[src/hw/bstp_regs.svh]
// Constants of the boundary-scan test port: widths, reset values and link timing.
// Assumes it is included by the package and by both ends of the test link.
// Function
// - Controller state changes only on test clock edges.
// - Mode select sampled at test clock rising edge.
// - Serial input shifted in on rising edge.
// - Serial output updated on falling edge.
// - Only external-test and floated-sample disturb memory.
// - One instruction register, several selectable data registers.
// - Unused port: clock low, select and input high.
// - Sixteen states; reset on power-up or five ones.
// - Instruction loads identification code; update applies new.
// - Three-bit instruction decode; reserved codes select bypass.
// - Input sampled, output driven only in shift states.
`ifndef BSTP_REGS_SVH
`define BSTP_REGS_SVH

// ****************************************************************
// Register widths
// ****************************************************************
`define BSTP_IR_W 3
`define BSTP_ID_W 32
`define BSTP_BSR_LEN 8

// ****************************************************************
// Reset values and link timing
// ****************************************************************
`define BSTP_ID_RESET 32'h0ABC_D001
`define BSTP_TLR_ONES 5
`define BSTP_TCK_HALF 4'h8
`define BSTP_CNT_W 4

`endif

[src/hw/bstp_pkg.sv]
// Types shared by both ends of the boundary-scan test link.
// Assumes bstp_regs.svh is on the include path.
`include "bstp_regs.svh"

package bstp_pkg;

	// ****************************************************************
	// Controller states, Gray-coded along the usual walk
	// ****************************************************************
	typedef enum logic [3:0] {
		ST_RESET = 4'h0, ST_IDLE = 4'h1, ST_SEL_DR = 4'h3, ST_CAP_DR = 4'h2,
		ST_SHIFT_DR = 4'h6, ST_EXIT1_DR = 4'h7, ST_PAUSE_DR = 4'h5, ST_EXIT2_DR = 4'h4,
		ST_UPD_DR = 4'hC, ST_SEL_IR = 4'hD, ST_CAP_IR = 4'hF, ST_SHIFT_IR = 4'hE,
		ST_EXIT1_IR = 4'hA, ST_PAUSE_IR = 4'hB, ST_EXIT2_IR = 4'h9, ST_UPD_IR = 4'h8
	} bstp_state_e;

	typedef enum logic [2:0] {
		INS_EXTERNAL_INTERCONNECT_TEST = 3'h0,
		INS_IDENTIFICATION_INSTRUCTION = 3'h1,
		INS_SAMPLE_FLOAT = 3'h2,
		INS_SAMPLE = 3'h4
	} bstp_instr_e;

	typedef enum logic [1:0] {
		DR_BYPASS = 2'h0,
		DR_IDENT = 2'h1,
		DR_BOUNDARY = 2'h3
	} bstp_dr_e;

	typedef enum logic [1:0] {
		CS_IDLE = 2'h0,
		CS_LOW = 2'h1,
		CS_HIGH = 2'h3
	} bstp_ctl_e;

	// Sixteen-state walk; five ones from anywhere reach ST_RESET.
	function automatic bstp_state_e bstp_next(input bstp_state_e s, input logic tms);
		case (s)
			ST_RESET: bstp_next = tms ? ST_RESET : ST_IDLE;
			ST_IDLE: bstp_next = tms ? ST_SEL_DR : ST_IDLE;
			ST_SEL_DR: bstp_next = tms ? ST_SEL_IR : ST_CAP_DR;
			ST_CAP_DR: bstp_next = tms ? ST_EXIT1_DR : ST_SHIFT_DR;
			ST_SHIFT_DR: bstp_next = tms ? ST_EXIT1_DR : ST_SHIFT_DR;
			ST_EXIT1_DR: bstp_next = tms ? ST_UPD_DR : ST_PAUSE_DR;
			ST_PAUSE_DR: bstp_next = tms ? ST_EXIT2_DR : ST_PAUSE_DR;
			ST_EXIT2_DR: bstp_next = tms ? ST_UPD_DR : ST_SHIFT_DR;
			ST_UPD_DR: bstp_next = tms ? ST_SEL_DR : ST_IDLE;
			ST_SEL_IR: bstp_next = tms ? ST_RESET : ST_CAP_IR;
			ST_CAP_IR: bstp_next = tms ? ST_EXIT1_IR : ST_SHIFT_IR;
			ST_SHIFT_IR: bstp_next = tms ? ST_EXIT1_IR : ST_SHIFT_IR;
			ST_EXIT1_IR: bstp_next = tms ? ST_UPD_IR : ST_PAUSE_IR;
			ST_PAUSE_IR: bstp_next = tms ? ST_EXIT2_IR : ST_PAUSE_IR;
			ST_EXIT2_IR: bstp_next = tms ? ST_UPD_IR : ST_SHIFT_IR;
			ST_UPD_IR: bstp_next = tms ? ST_SEL_DR : ST_IDLE;
			default: bstp_next = ST_RESET;
		endcase
	endfunction : bstp_next

endpackage : bstp_pkg

[src/hw/bstp_if.sv]
// The four-wire test link between the tester end and the device end.
// Assumes each end drives only the signals of its own modport.
`timescale 1ns/1ps

interface bstp_if;
	logic tck;
	logic tms;
	logic tdi;
	logic tdo;
	logic tdo_oe_n;
	logic tdo_line;

	// The serial output floats outside shift states; the line then reads high.
	assign tdo_line = tdo_oe_n ? 1'b1 : tdo;

	modport dev (input tck, input tms, input tdi, output tdo, output tdo_oe_n);
	modport ctl (output tck, output tms, output tdi, input tdo_line);
endinterface : bstp_if

[src/hw/bstp_dev.sv]
// Device end of the boundary-scan test port: controller, instruction and data registers.
// Assumes the test clock is far slower than I_REF_CLK and that I_RING_IN is on I_REF_CLK.
`timescale 1ns/1ps
`include "bstp_regs.svh"

module bstp_dev #(
	// Arbitrary identification value; bit 0 is one as a test chain expects.
	parameter logic [`BSTP_ID_W-1:0] ID_CODE = `BSTP_ID_RESET
) (
	// Clock and reset
	input wire logic I_REF_CLK,
	input wire logic I_RSTN,
	// Test link
	bstp_if.dev LINK,
	// Memory I/O ring
	input wire logic [`BSTP_BSR_LEN-1:0] I_RING_IN,
	output logic [`BSTP_BSR_LEN-1:0] O_RING_OUT,
	output logic O_RING_DRIVE_EN,
	output logic O_DQ_FLOAT,
	output logic O_ODT_OFF
);

	// ****************************************************************
	// Input synchronisers and test clock edges
	// ****************************************************************
	logic [1:0] tck_sync_r;
	logic [1:0] tms_sync_r;
	logic [1:0] tdi_sync_r;
	logic tck_d_r;
	logic tck_rise;
	logic tck_fall;
	logic tms_s;
	logic tdi_s;

	// All three pins pass the same two stages, so the sampled select and
	// data keep their alignment with the detected clock edge.
	always_ff @(posedge I_REF_CLK or negedge I_RSTN)
	begin
		if (!I_RSTN)
		begin
			tck_sync_r <= 2'h0;
			tms_sync_r <= 2'h3;
			tdi_sync_r <= 2'h3;
		end
		else
		begin
			tck_sync_r <= {tck_sync_r[0], LINK.tck};
			tms_sync_r <= {tms_sync_r[0], LINK.tms};
			tdi_sync_r <= {tdi_sync_r[0], LINK.tdi};
		end
	end

	always_ff @(posedge I_REF_CLK or negedge I_RSTN)
	begin
		if (!I_RSTN)
			tck_d_r <= 1'b0;
		else
			tck_d_r <= tck_sync_r[1];
	end

	assign tck_rise = tck_sync_r[1] & ~tck_d_r;
	assign tck_fall = ~tck_sync_r[1] & tck_d_r;
	assign tms_s = tms_sync_r[1];
	assign tdi_s = tdi_sync_r[1];

	// ****************************************************************
	// Controller
	// ****************************************************************
	bstp_pkg::bstp_state_e state_r;

	always_ff @(posedge I_REF_CLK or negedge I_RSTN)
	begin
		if (!I_RSTN)
			state_r <= bstp_pkg::ST_RESET;
		else if (tck_rise)
			state_r <= bstp_pkg::bstp_next(state_r, tms_s);
	end

	// ****************************************************************
	// Instruction register
	// ****************************************************************
	logic [`BSTP_IR_W-1:0] ir_sh_r;
	logic [`BSTP_IR_W-1:0] ir_act_r;

	always_ff @(posedge I_REF_CLK or negedge I_RSTN)
	begin
		if (!I_RSTN)
			ir_sh_r <= bstp_pkg::INS_IDENTIFICATION_INSTRUCTION;
		else if (tck_rise)
		begin
			case (state_r)
				bstp_pkg::ST_RESET, bstp_pkg::ST_CAP_IR:
					ir_sh_r <= bstp_pkg::INS_IDENTIFICATION_INSTRUCTION;
				bstp_pkg::ST_SHIFT_IR:
					ir_sh_r <= {tdi_s, ir_sh_r[`BSTP_IR_W-1:1]};
				default:
					ir_sh_r <= ir_sh_r;
			endcase
		end
	end

	// A shifted instruction stays inert until the update state is reached.
	always_ff @(posedge I_REF_CLK or negedge I_RSTN)
	begin
		if (!I_RSTN)
			ir_act_r <= bstp_pkg::INS_IDENTIFICATION_INSTRUCTION;
		else if (state_r == bstp_pkg::ST_RESET)
			ir_act_r <= bstp_pkg::INS_IDENTIFICATION_INSTRUCTION;
		else if (tck_fall && state_r == bstp_pkg::ST_UPD_IR)
			ir_act_r <= ir_sh_r;
	end

	// ****************************************************************
	// Instruction decode
	// ****************************************************************
	bstp_pkg::bstp_dr_e dr_sel;

	// Reserved codes fall back to the one-bit bypass path.
	always_comb
	begin
		case (ir_act_r)
			bstp_pkg::INS_EXTERNAL_INTERCONNECT_TEST,
			bstp_pkg::INS_SAMPLE_FLOAT,
			bstp_pkg::INS_SAMPLE:
				dr_sel = bstp_pkg::DR_BOUNDARY;
			bstp_pkg::INS_IDENTIFICATION_INSTRUCTION:
				dr_sel = bstp_pkg::DR_IDENT;
			default:
				dr_sel = bstp_pkg::DR_BYPASS;
		endcase
	end

	// ****************************************************************
	// Data registers
	// ****************************************************************
	logic [`BSTP_ID_W-1:0] id_sh_r;
	logic [`BSTP_BSR_LEN-1:0] bsr_sh_r;
	logic byp_sh_r;

	always_ff @(posedge I_REF_CLK or negedge I_RSTN)
	begin
		if (!I_RSTN)
		begin
			id_sh_r <= '0;
			bsr_sh_r <= '0;
			byp_sh_r <= 1'b0;
		end
		else if (tck_rise && state_r == bstp_pkg::ST_CAP_DR)
		begin
			id_sh_r <= ID_CODE;
			bsr_sh_r <= I_RING_IN;
			byp_sh_r <= 1'b0;
		end
		else if (tck_rise && state_r == bstp_pkg::ST_SHIFT_DR)
		begin
			case (dr_sel)
				bstp_pkg::DR_IDENT:
					id_sh_r <= {tdi_s, id_sh_r[`BSTP_ID_W-1:1]};
				bstp_pkg::DR_BOUNDARY:
					bsr_sh_r <= {tdi_s, bsr_sh_r[`BSTP_BSR_LEN-1:1]};
				default:
					byp_sh_r <= tdi_s;
			endcase
		end
	end

	// Update latch for the ring outputs; it reaches the pins only under
	// external test, so sampling alone never disturbs the memory.
	always_ff @(posedge I_REF_CLK or negedge I_RSTN)
	begin
		if (!I_RSTN)
			O_RING_OUT <= '0;
		else if (state_r == bstp_pkg::ST_RESET)
			O_RING_OUT <= '0;
		else if (tck_fall && state_r == bstp_pkg::ST_UPD_DR && dr_sel == bstp_pkg::DR_BOUNDARY)
			O_RING_OUT <= bsr_sh_r;
	end

	// ****************************************************************
	// Serial output
	// ****************************************************************
	always_ff @(posedge I_REF_CLK or negedge I_RSTN)
	begin
		if (!I_RSTN)
		begin
			LINK.tdo <= 1'b0;
			LINK.tdo_oe_n <= 1'b1;
		end
		else if (tck_fall)
		begin
			case (state_r)
				bstp_pkg::ST_SHIFT_IR:
				begin
					LINK.tdo <= ir_sh_r[0];
					LINK.tdo_oe_n <= 1'b0;
				end
				bstp_pkg::ST_SHIFT_DR:
				begin
					case (dr_sel)
						bstp_pkg::DR_IDENT: LINK.tdo <= id_sh_r[0];
						bstp_pkg::DR_BOUNDARY: LINK.tdo <= bsr_sh_r[0];
						default: LINK.tdo <= byp_sh_r;
					endcase
					LINK.tdo_oe_n <= 1'b0;
				end
				default:
					LINK.tdo_oe_n <= 1'b1;
			endcase
		end
	end

	// ****************************************************************
	// Effects on normal memory operation
	// ****************************************************************
	always_ff @(posedge I_REF_CLK or negedge I_RSTN)
	begin
		if (!I_RSTN)
		begin
			O_RING_DRIVE_EN <= 1'b0;
			O_DQ_FLOAT <= 1'b0;
			O_ODT_OFF <= 1'b0;
		end
		else
		begin
			O_RING_DRIVE_EN <= ir_act_r == bstp_pkg::INS_EXTERNAL_INTERCONNECT_TEST;
			O_DQ_FLOAT <= ir_act_r == bstp_pkg::INS_SAMPLE_FLOAT;
			O_ODT_OFF <= ir_act_r == bstp_pkg::INS_EXTERNAL_INTERCONNECT_TEST
				|| ir_act_r == bstp_pkg::INS_SAMPLE_FLOAT;
		end
	end

endmodule : bstp_dev

[src/flat_wrapper.sv]
// flat-port wrapper written by rule: the top's interface ports become plain ports
module bstp_dev_flat 
#(
	                                                                        
	parameter logic [`BSTP_ID_W-1:0] ID_CODE = `BSTP_ID_RESET
)
  (I_REF_CLK, I_RSTN, I_RING_IN, O_RING_OUT, O_RING_DRIVE_EN, O_DQ_FLOAT, O_ODT_OFF, LINK_tck, LINK_tms, LINK_tdi, LINK_tdo, LINK_tdo_oe_n);
  bstp_if LINK_i ();
  input wire logic I_REF_CLK;
  input wire logic I_RSTN;
  input wire logic [`BSTP_BSR_LEN-1:0] I_RING_IN;
  output logic [`BSTP_BSR_LEN-1:0] O_RING_OUT;
  output logic O_RING_DRIVE_EN;
  output logic O_DQ_FLOAT;
  output logic O_ODT_OFF;
  input wire logic [$bits(LINK_i.tck)-1:0] LINK_tck;
  input wire logic [$bits(LINK_i.tms)-1:0] LINK_tms;
  input wire logic [$bits(LINK_i.tdi)-1:0] LINK_tdi;
  output wire logic [$bits(LINK_i.tdo)-1:0] LINK_tdo;
  output wire logic [$bits(LINK_i.tdo_oe_n)-1:0] LINK_tdo_oe_n;
  assign LINK_i.tck = LINK_tck;
  assign LINK_i.tms = LINK_tms;
  assign LINK_i.tdi = LINK_tdi;
  assign LINK_tdo = LINK_i.tdo;
  assign LINK_tdo_oe_n = LINK_i.tdo_oe_n;
  bstp_dev #(.ID_CODE(ID_CODE)) u_core (.I_REF_CLK(I_REF_CLK), .I_RSTN(I_RSTN), .LINK(LINK_i), .I_RING_IN(I_RING_IN), .O_RING_OUT(O_RING_OUT), .O_RING_DRIVE_EN(O_RING_DRIVE_EN), .O_DQ_FLOAT(O_DQ_FLOAT), .O_ODT_OFF(O_ODT_OFF));
endmodule
[config.mk]
export PLATFORM = sky130hd
export DESIGN_NAME = bstp_dev_flat
export DESIGN_NICKNAME = d
export VERILOG_FILES = /design/src/hw/bstp_pkg.sv /design/src/hw/bstp_if.sv /design/src/hw/bstp_dev.sv /design/src/flat_wrapper.sv
export VERILOG_INCLUDE_DIRS = /design/src /design/src/hw
export SDC_FILE = /design/constraint.sdc
export NUM_CORES = 1
export LEC_CHECK = 0
export BUFFER_PORTS_ARGS = -buffer_cell sky130_fd_sc_hd__buf_2
export CORE_MARGIN = 4
export CORE_UTILIZATION = 58
export DETAILED_ROUTE_END_ITERATION = 10
export PLACE_DENSITY_LB_ADDON = 0.05
export REMOVE_ABC_BUFFERS = 1
export SYNTH_ARGS = -nofsm -noshare
export SYNTH_HDL_FRONTEND = slang
export SYNTH_SLANG_ARGS = --single-unit
[constraint.sdc]
create_clock -name I_REF_CLK -period 2.1 [get_ports I_REF_CLK]
set_input_delay 0.21 -clock I_REF_CLK [delete_from_list [all_inputs] [get_ports I_REF_CLK]]
set_output_delay 0.21 -clock I_REF_CLK [all_outputs]
set_load 0.005 [all_outputs]
# After elaboration in Yosys (flattened, before gate mapping)
# Index checks and enable logic that the tools add are counted.
# totals
ff_bits	71
inputBits	13
out_inout_bits	13
wordCells	99
# op_classes
n_eq_ne	21
n_mux	31
n_bitwise	4
reduce_logical	27
# ops
op	n
$mux W32	3
$pmux W4 S12	1
$mux W8	5
$eq A4 B4 Y1 const B	8
$eq A4 B3 Y1 const B	4
$mux W4	4
$reduce_bool A2 Y1	7
$mux W3	4
$reduce_and A2 Y1	5
$reduce_or A2 Y1	5
$eq A4 B2 Y1 const B	2
$mux W1	7
$mux W2	3
$pmux W3 S2	1
$reduce_or A3 Y1	2
$logic_and A1 B1 Y1	5
$eq A4 B1 Y1 const B	1
$logic_not A4 Y1	1
$pmux W1 S2	2
$pmux W2 S2	1
$eq A3 B1 Y1 const B	1
$eq A3 B2 Y1 const B	1
$eq A3 B3 Y1 const B	1
$logic_not A3 Y1	1
other kinds (6)	8

# Depth between registers and ports, before layout
# logic_depth
ltp_word	8
ltp_mapped	7
depth_no_buf	4

# Worst setup path before layout
# OpenSTA, ideal clock, no wires.
# synth_timing
kind	register -> register
startpoint	reg u_core.ir_act_r[0]
endpoint	reg u_core.id_sh_r[10]
setup_time_ns	0.121
arrival_ns	1.711
required_ns	1.979
setup_slack_ns	0.268
path_stages_with_launch	6
path_buffers	2
synth_period_minus_slack_ns	1.832
path_cell_list	dfstp_2 -> buf_4 -> or3b_4 -> a211o_1 -> buf_6 -> a22o_1
# synth_via
elab_chain_cells	6
word_cells_on_any_way	9
cone_classes	4 x eq/ne; 1 x mux; 4 x reduce/logical
# synth_rtl
element	line	source
from (decl)	bstp_dev.sv:83	logic [`BSTP_IR_W-1:0] ir_act_r;
from (signal assigned)	bstp_dev.sv:106	ir_act_r <= bstp_pkg::INS_IDENTIFICATION_INSTRUCTION;
from (signal assigned)	bstp_dev.sv:108	ir_act_r <= bstp_pkg::INS_IDENTIFICATION_INSTRUCTION;
from (signal assigned)	bstp_dev.sv:110	ir_act_r <= ir_sh_r;
$eq A3 B3 Y1 (tied with other cells)	bstp_dev.sv:121	case (ir_act_r)
$reduce_or A3 Y1	bstp_dev.sv:121	
$pmux W2 S2 *	bstp_dev.sv:121	
$eq A2 B1 Y1 *	bstp_dev.sv:156	case (dr_sel)
$reduce_bool A2 Y1 (no line) *	--	
$reduce_and A2 Y1 (no line) *	--	
to (signal assigned)	bstp_dev.sv:158	id_sh_r <= {tdi_s, id_sh_r[`BSTP_ID_W-1:1]};
to (decl)	bstp_dev.sv:136	logic [`BSTP_ID_W-1:0] id_sh_r;
# Mark *: on every way between the ends. The rest lies on a longest branch, timed or not.
# A chain may end at the register's enable or synchronous reset.

# Worst setup path in the final report
# layout_timing
startpoint	reg u_core.ir_act_r[0]
endpoint	reg u_core.id_sh_r[2]
# Same word-level chain as after synthesis.

==> metrics.txt <==
number of nets still failing antenna checks after routing=0; Rows=25; share of cells above drive strength 1=0.228; hold_buf cts=4; fill count=339; number of enable flip-flop cells after synthesis=0; worst path cell trace=or3b_4 > a211o_1 > a22o_1; CP top delay family=compound AO/OA/AOI/OAI gates; TritonCTS sink count=slightly above 70; primary flip-flop cell chosen by synthesis mapping=dfrtp_1; clock tree from TritonCTS=built; sum of overflow across all layers after global routing=0; post-route fraction of the period consumed by the critical path=0.914; critical path endpoint category=flop; Critical Path Start Type=flop; Final Routed Wirelength=around 5700 µm; total global-route track usage=0.206; cell leakage power=1.59 nW; Port Buf Inserts=25; area of the mapped netlist=approximately 3000 µm²; clock skew after layout=approximately 9.7 ps; routability congestion estimate from global placement=0.780; worst slack on hold paths=79.4 ps; Die Y-Extent=around 80 µm; worst ir drop on vdd=772 µV; fraction of synthesis flops using an asynchronous set or reset pin=1.00; required time of the worst setup path=approximately 2300 ps; antenna diode count=0; via count of the routed design=2120; count of synthesis-stage warnings from yosys=0; buffers inserted by post-CTS timing repair=0; number of buffers created by CTS=9; proportion of synthesized chip area in sequential cells=0.599; Max clock buf depth=2; unrepaired setup endpoints after global routing=false; Avg Cell Area, Syn=~11 µm²; floorplan core area=4850 µm²; length of the first detailed-routing pass in iterations=6; endpoint arrival time on the critical path=around 2200 ps; Chip Width=79.7 µm; slew of the pin with the lowest slew margin=between 600 and 700 ps; count of different cell masters after synthesis=44; drt initial violations=129; synthesized instance count=~270; Die Area=about 6400 µm²; I/O pin count=26; maximum frequency from static timing analysis=~0.52 GHz; initial cell density of the core=0.615; detail-routed via count per cell=roughly 5.6; crit-path max cell delay=560 ps; number of global-route vias before repair=roughly 2100; buffer and inverter count on the worst path=0; antenna violations before repair=0; Final Slew Violations=0; hold crit path type=in -> reg; root cell of the clock tree=clkbuf_8; slowest CP cell=a211o_1; # setup viols final=0; clock-pin transition on the worst setup and hold timing paths=roughly 70 ps; min Tclk post-route=between 1500 and 2000 ps; Max-cap violations=0; mean routed wirelength per cell=around 15 µm; total DRC errors in the routed layout=0; # H-tree levels=3; type of the worst setup path=reg -> reg; count of endpoints failing hold in the final timing report=0; result of the run=completed; area added between synthesis and finish=17.5%; Post-CTS Resized=0; Seq cells post-synth=between 70 and 80; maximum number of pins on one net before global-route repair=72; worst rel slew slack=0.579; final standard cell utilization of the core=0.723; number of nets in the layout=~320; clock latency on the worst-skew pair=340 ps; Pwr per Cell Area=1220 nW/µm²; largest fanout on the critical path=21; half-perimeter wire length after detailed placement=between 3000 and 4000 µm; first-pass GRT wire length=between 9000 and 10000 µm
## registers in the layout (all words and copies together), names as in the netlist, 2 cells and up
register           cells
u_core.state_r         4
u_core.tck_sync_r      2
u_core.tms_sync_r      2
u_core.ir_act_r        3
u_core.ir_sh_r         3
u_core.tdi_sync_r      2
u_core.id_sh_r        32
u_core.bsr_sh_r        8
u_core.O_RING_OUT      8
## per-layer routing
metal / wire length (µm) / share of wire / vias up / GRT usage
met5: 0 / 0 / - / 0
met4: 77 / 0.014 / 0 / 0.0876
met3: 205 / 0.036 / 8 / 0.0553
met2: 2460 / 0.43 / 35 / 0.301
met1: 2960 / 0.52 / 1030 / 0.289
li1: - / - / 1047 / -
## worst min-delay path, stage by stage
cell,delay [ps]
buf_2,80
nand2_1,40
o21ai_0,60
## cell type report
cell class | count | area, µm² | area share
sequential | 71 | 1790 | 0.509
tap | 67 | 83.8 | 0.0239
multi-input combinational | 172 | 1070 | 0.307
timing repair buffer | 46 | 305 | 0.0871
clock inverter | 4 | 77.6 | 0.0221
inverter | 6 | 22.5 | 0.00643
clock buffer | 12 | 155 | 0.0443
## placed cells by master, fill, tap and decap left out, drive strengths merged, types with 2 or more instances in the layout
master       synthesis  final
dfrtp               64     64
buf                 10     42
nand2               29     29
nor2                21     21
a22o                20     20
a21oi               18     18
o21ai               16     16
o22a                12     12
clkbuf               9     12
o2bb2ai              7      7
dfstp                7      7
inv                  6      6
nand2b               6      6
nor3                 5      5
dlygate4sd3          0      4
nor2b                3      3
nand3b               3      3
and2                 2      2
or4                  2      2
a31o                 2      2
or3                  2      2
nand4                2      2
mux2i                2      2
a31oi                2      2
a311oi               2      2
bufinv               0      2
clkinv               0      2
## stage by stage
step	TNS [ps]	std cells	setup WS (ps)	instance area (µm²)	power (mW)
2_1_floorplan	-5720	249	-286	2880	2.64
3_3_place_gp	0	358	201	3230	3.01
3_5_place_dp	0	358	179	3230	3.05
4_1_cts	0	378	173	3500	4.29
5_1_grt	0	378	91.0	3500	4.53
6_report	0	378	181	3500	4.28
## power breakdown
part / total, mW / switching [mW] / internal [mW]
sequential: 2.00 / 0.269 / 1.74
clock: 1.24 / 0.501 / 0.739
combinational: 1.03 / 0.520 / 0.514
## cell families after synthesis
| kind of cell | after synthesis | share of synthesized area |
|---|---|---|
| AO/OA/AOI/OAI | 89 | 0.217 |
| buffers and inverters | 25 | 0.0424 |
| flip-flops | 71 | 0.599 |
| multiplexers | 2 | 0.00671 |
| AND/OR/NAND/NOR | 81 | 0.135 |
## cell usage after synthesis (all sizes together) (2+ instances only)
master,count,area (µm²)
nand3b,3,22.5
buf,10,70.1
clkbuf,9,33.8
nor2b,3,18.8
nand2b,6,37.5
nand4,2,12.5
a22o,20,175
or3,2,12.5
nor2,21,78.8
a31o,2,17.5
or4,2,15.0
a311oi,2,17.5
nor3,5,25.0
and2,2,12.5
dfstp,7,184
a31oi,2,12.5
dfrtp,64,1600
o22a,12,105
a21oi,18,90.1
mux2i,2,20.0
o2bb2ai,7,61.3
o21ai,16,80.1
inv,6,22.5
nand2,29,109
## path summary, 6_finish.rpt
kind	start	endpoint	slack, ps	cells past startpoint
max reg2reg	u_core.ir_act_r[0]	u_core.id_sh_r[2]	180	3
max	u_core.ir_act_r[0]	u_core.id_sh_r[2]	180	3
min in group asynchronous	I_RSTN	u_core.id_sh_r[6]	420	3
min reg2reg	u_core.tms_sync_r[0]	u_core.tms_sync_r[1]	360	0
max in group asynchronous	I_RSTN	u_core.tms_sync_r[0]	1340	3
min	I_RING_IN[7]	u_core.bsr_sh_r[7]	80	3
No activity file was read; power rests on OpenSTA's default activity.
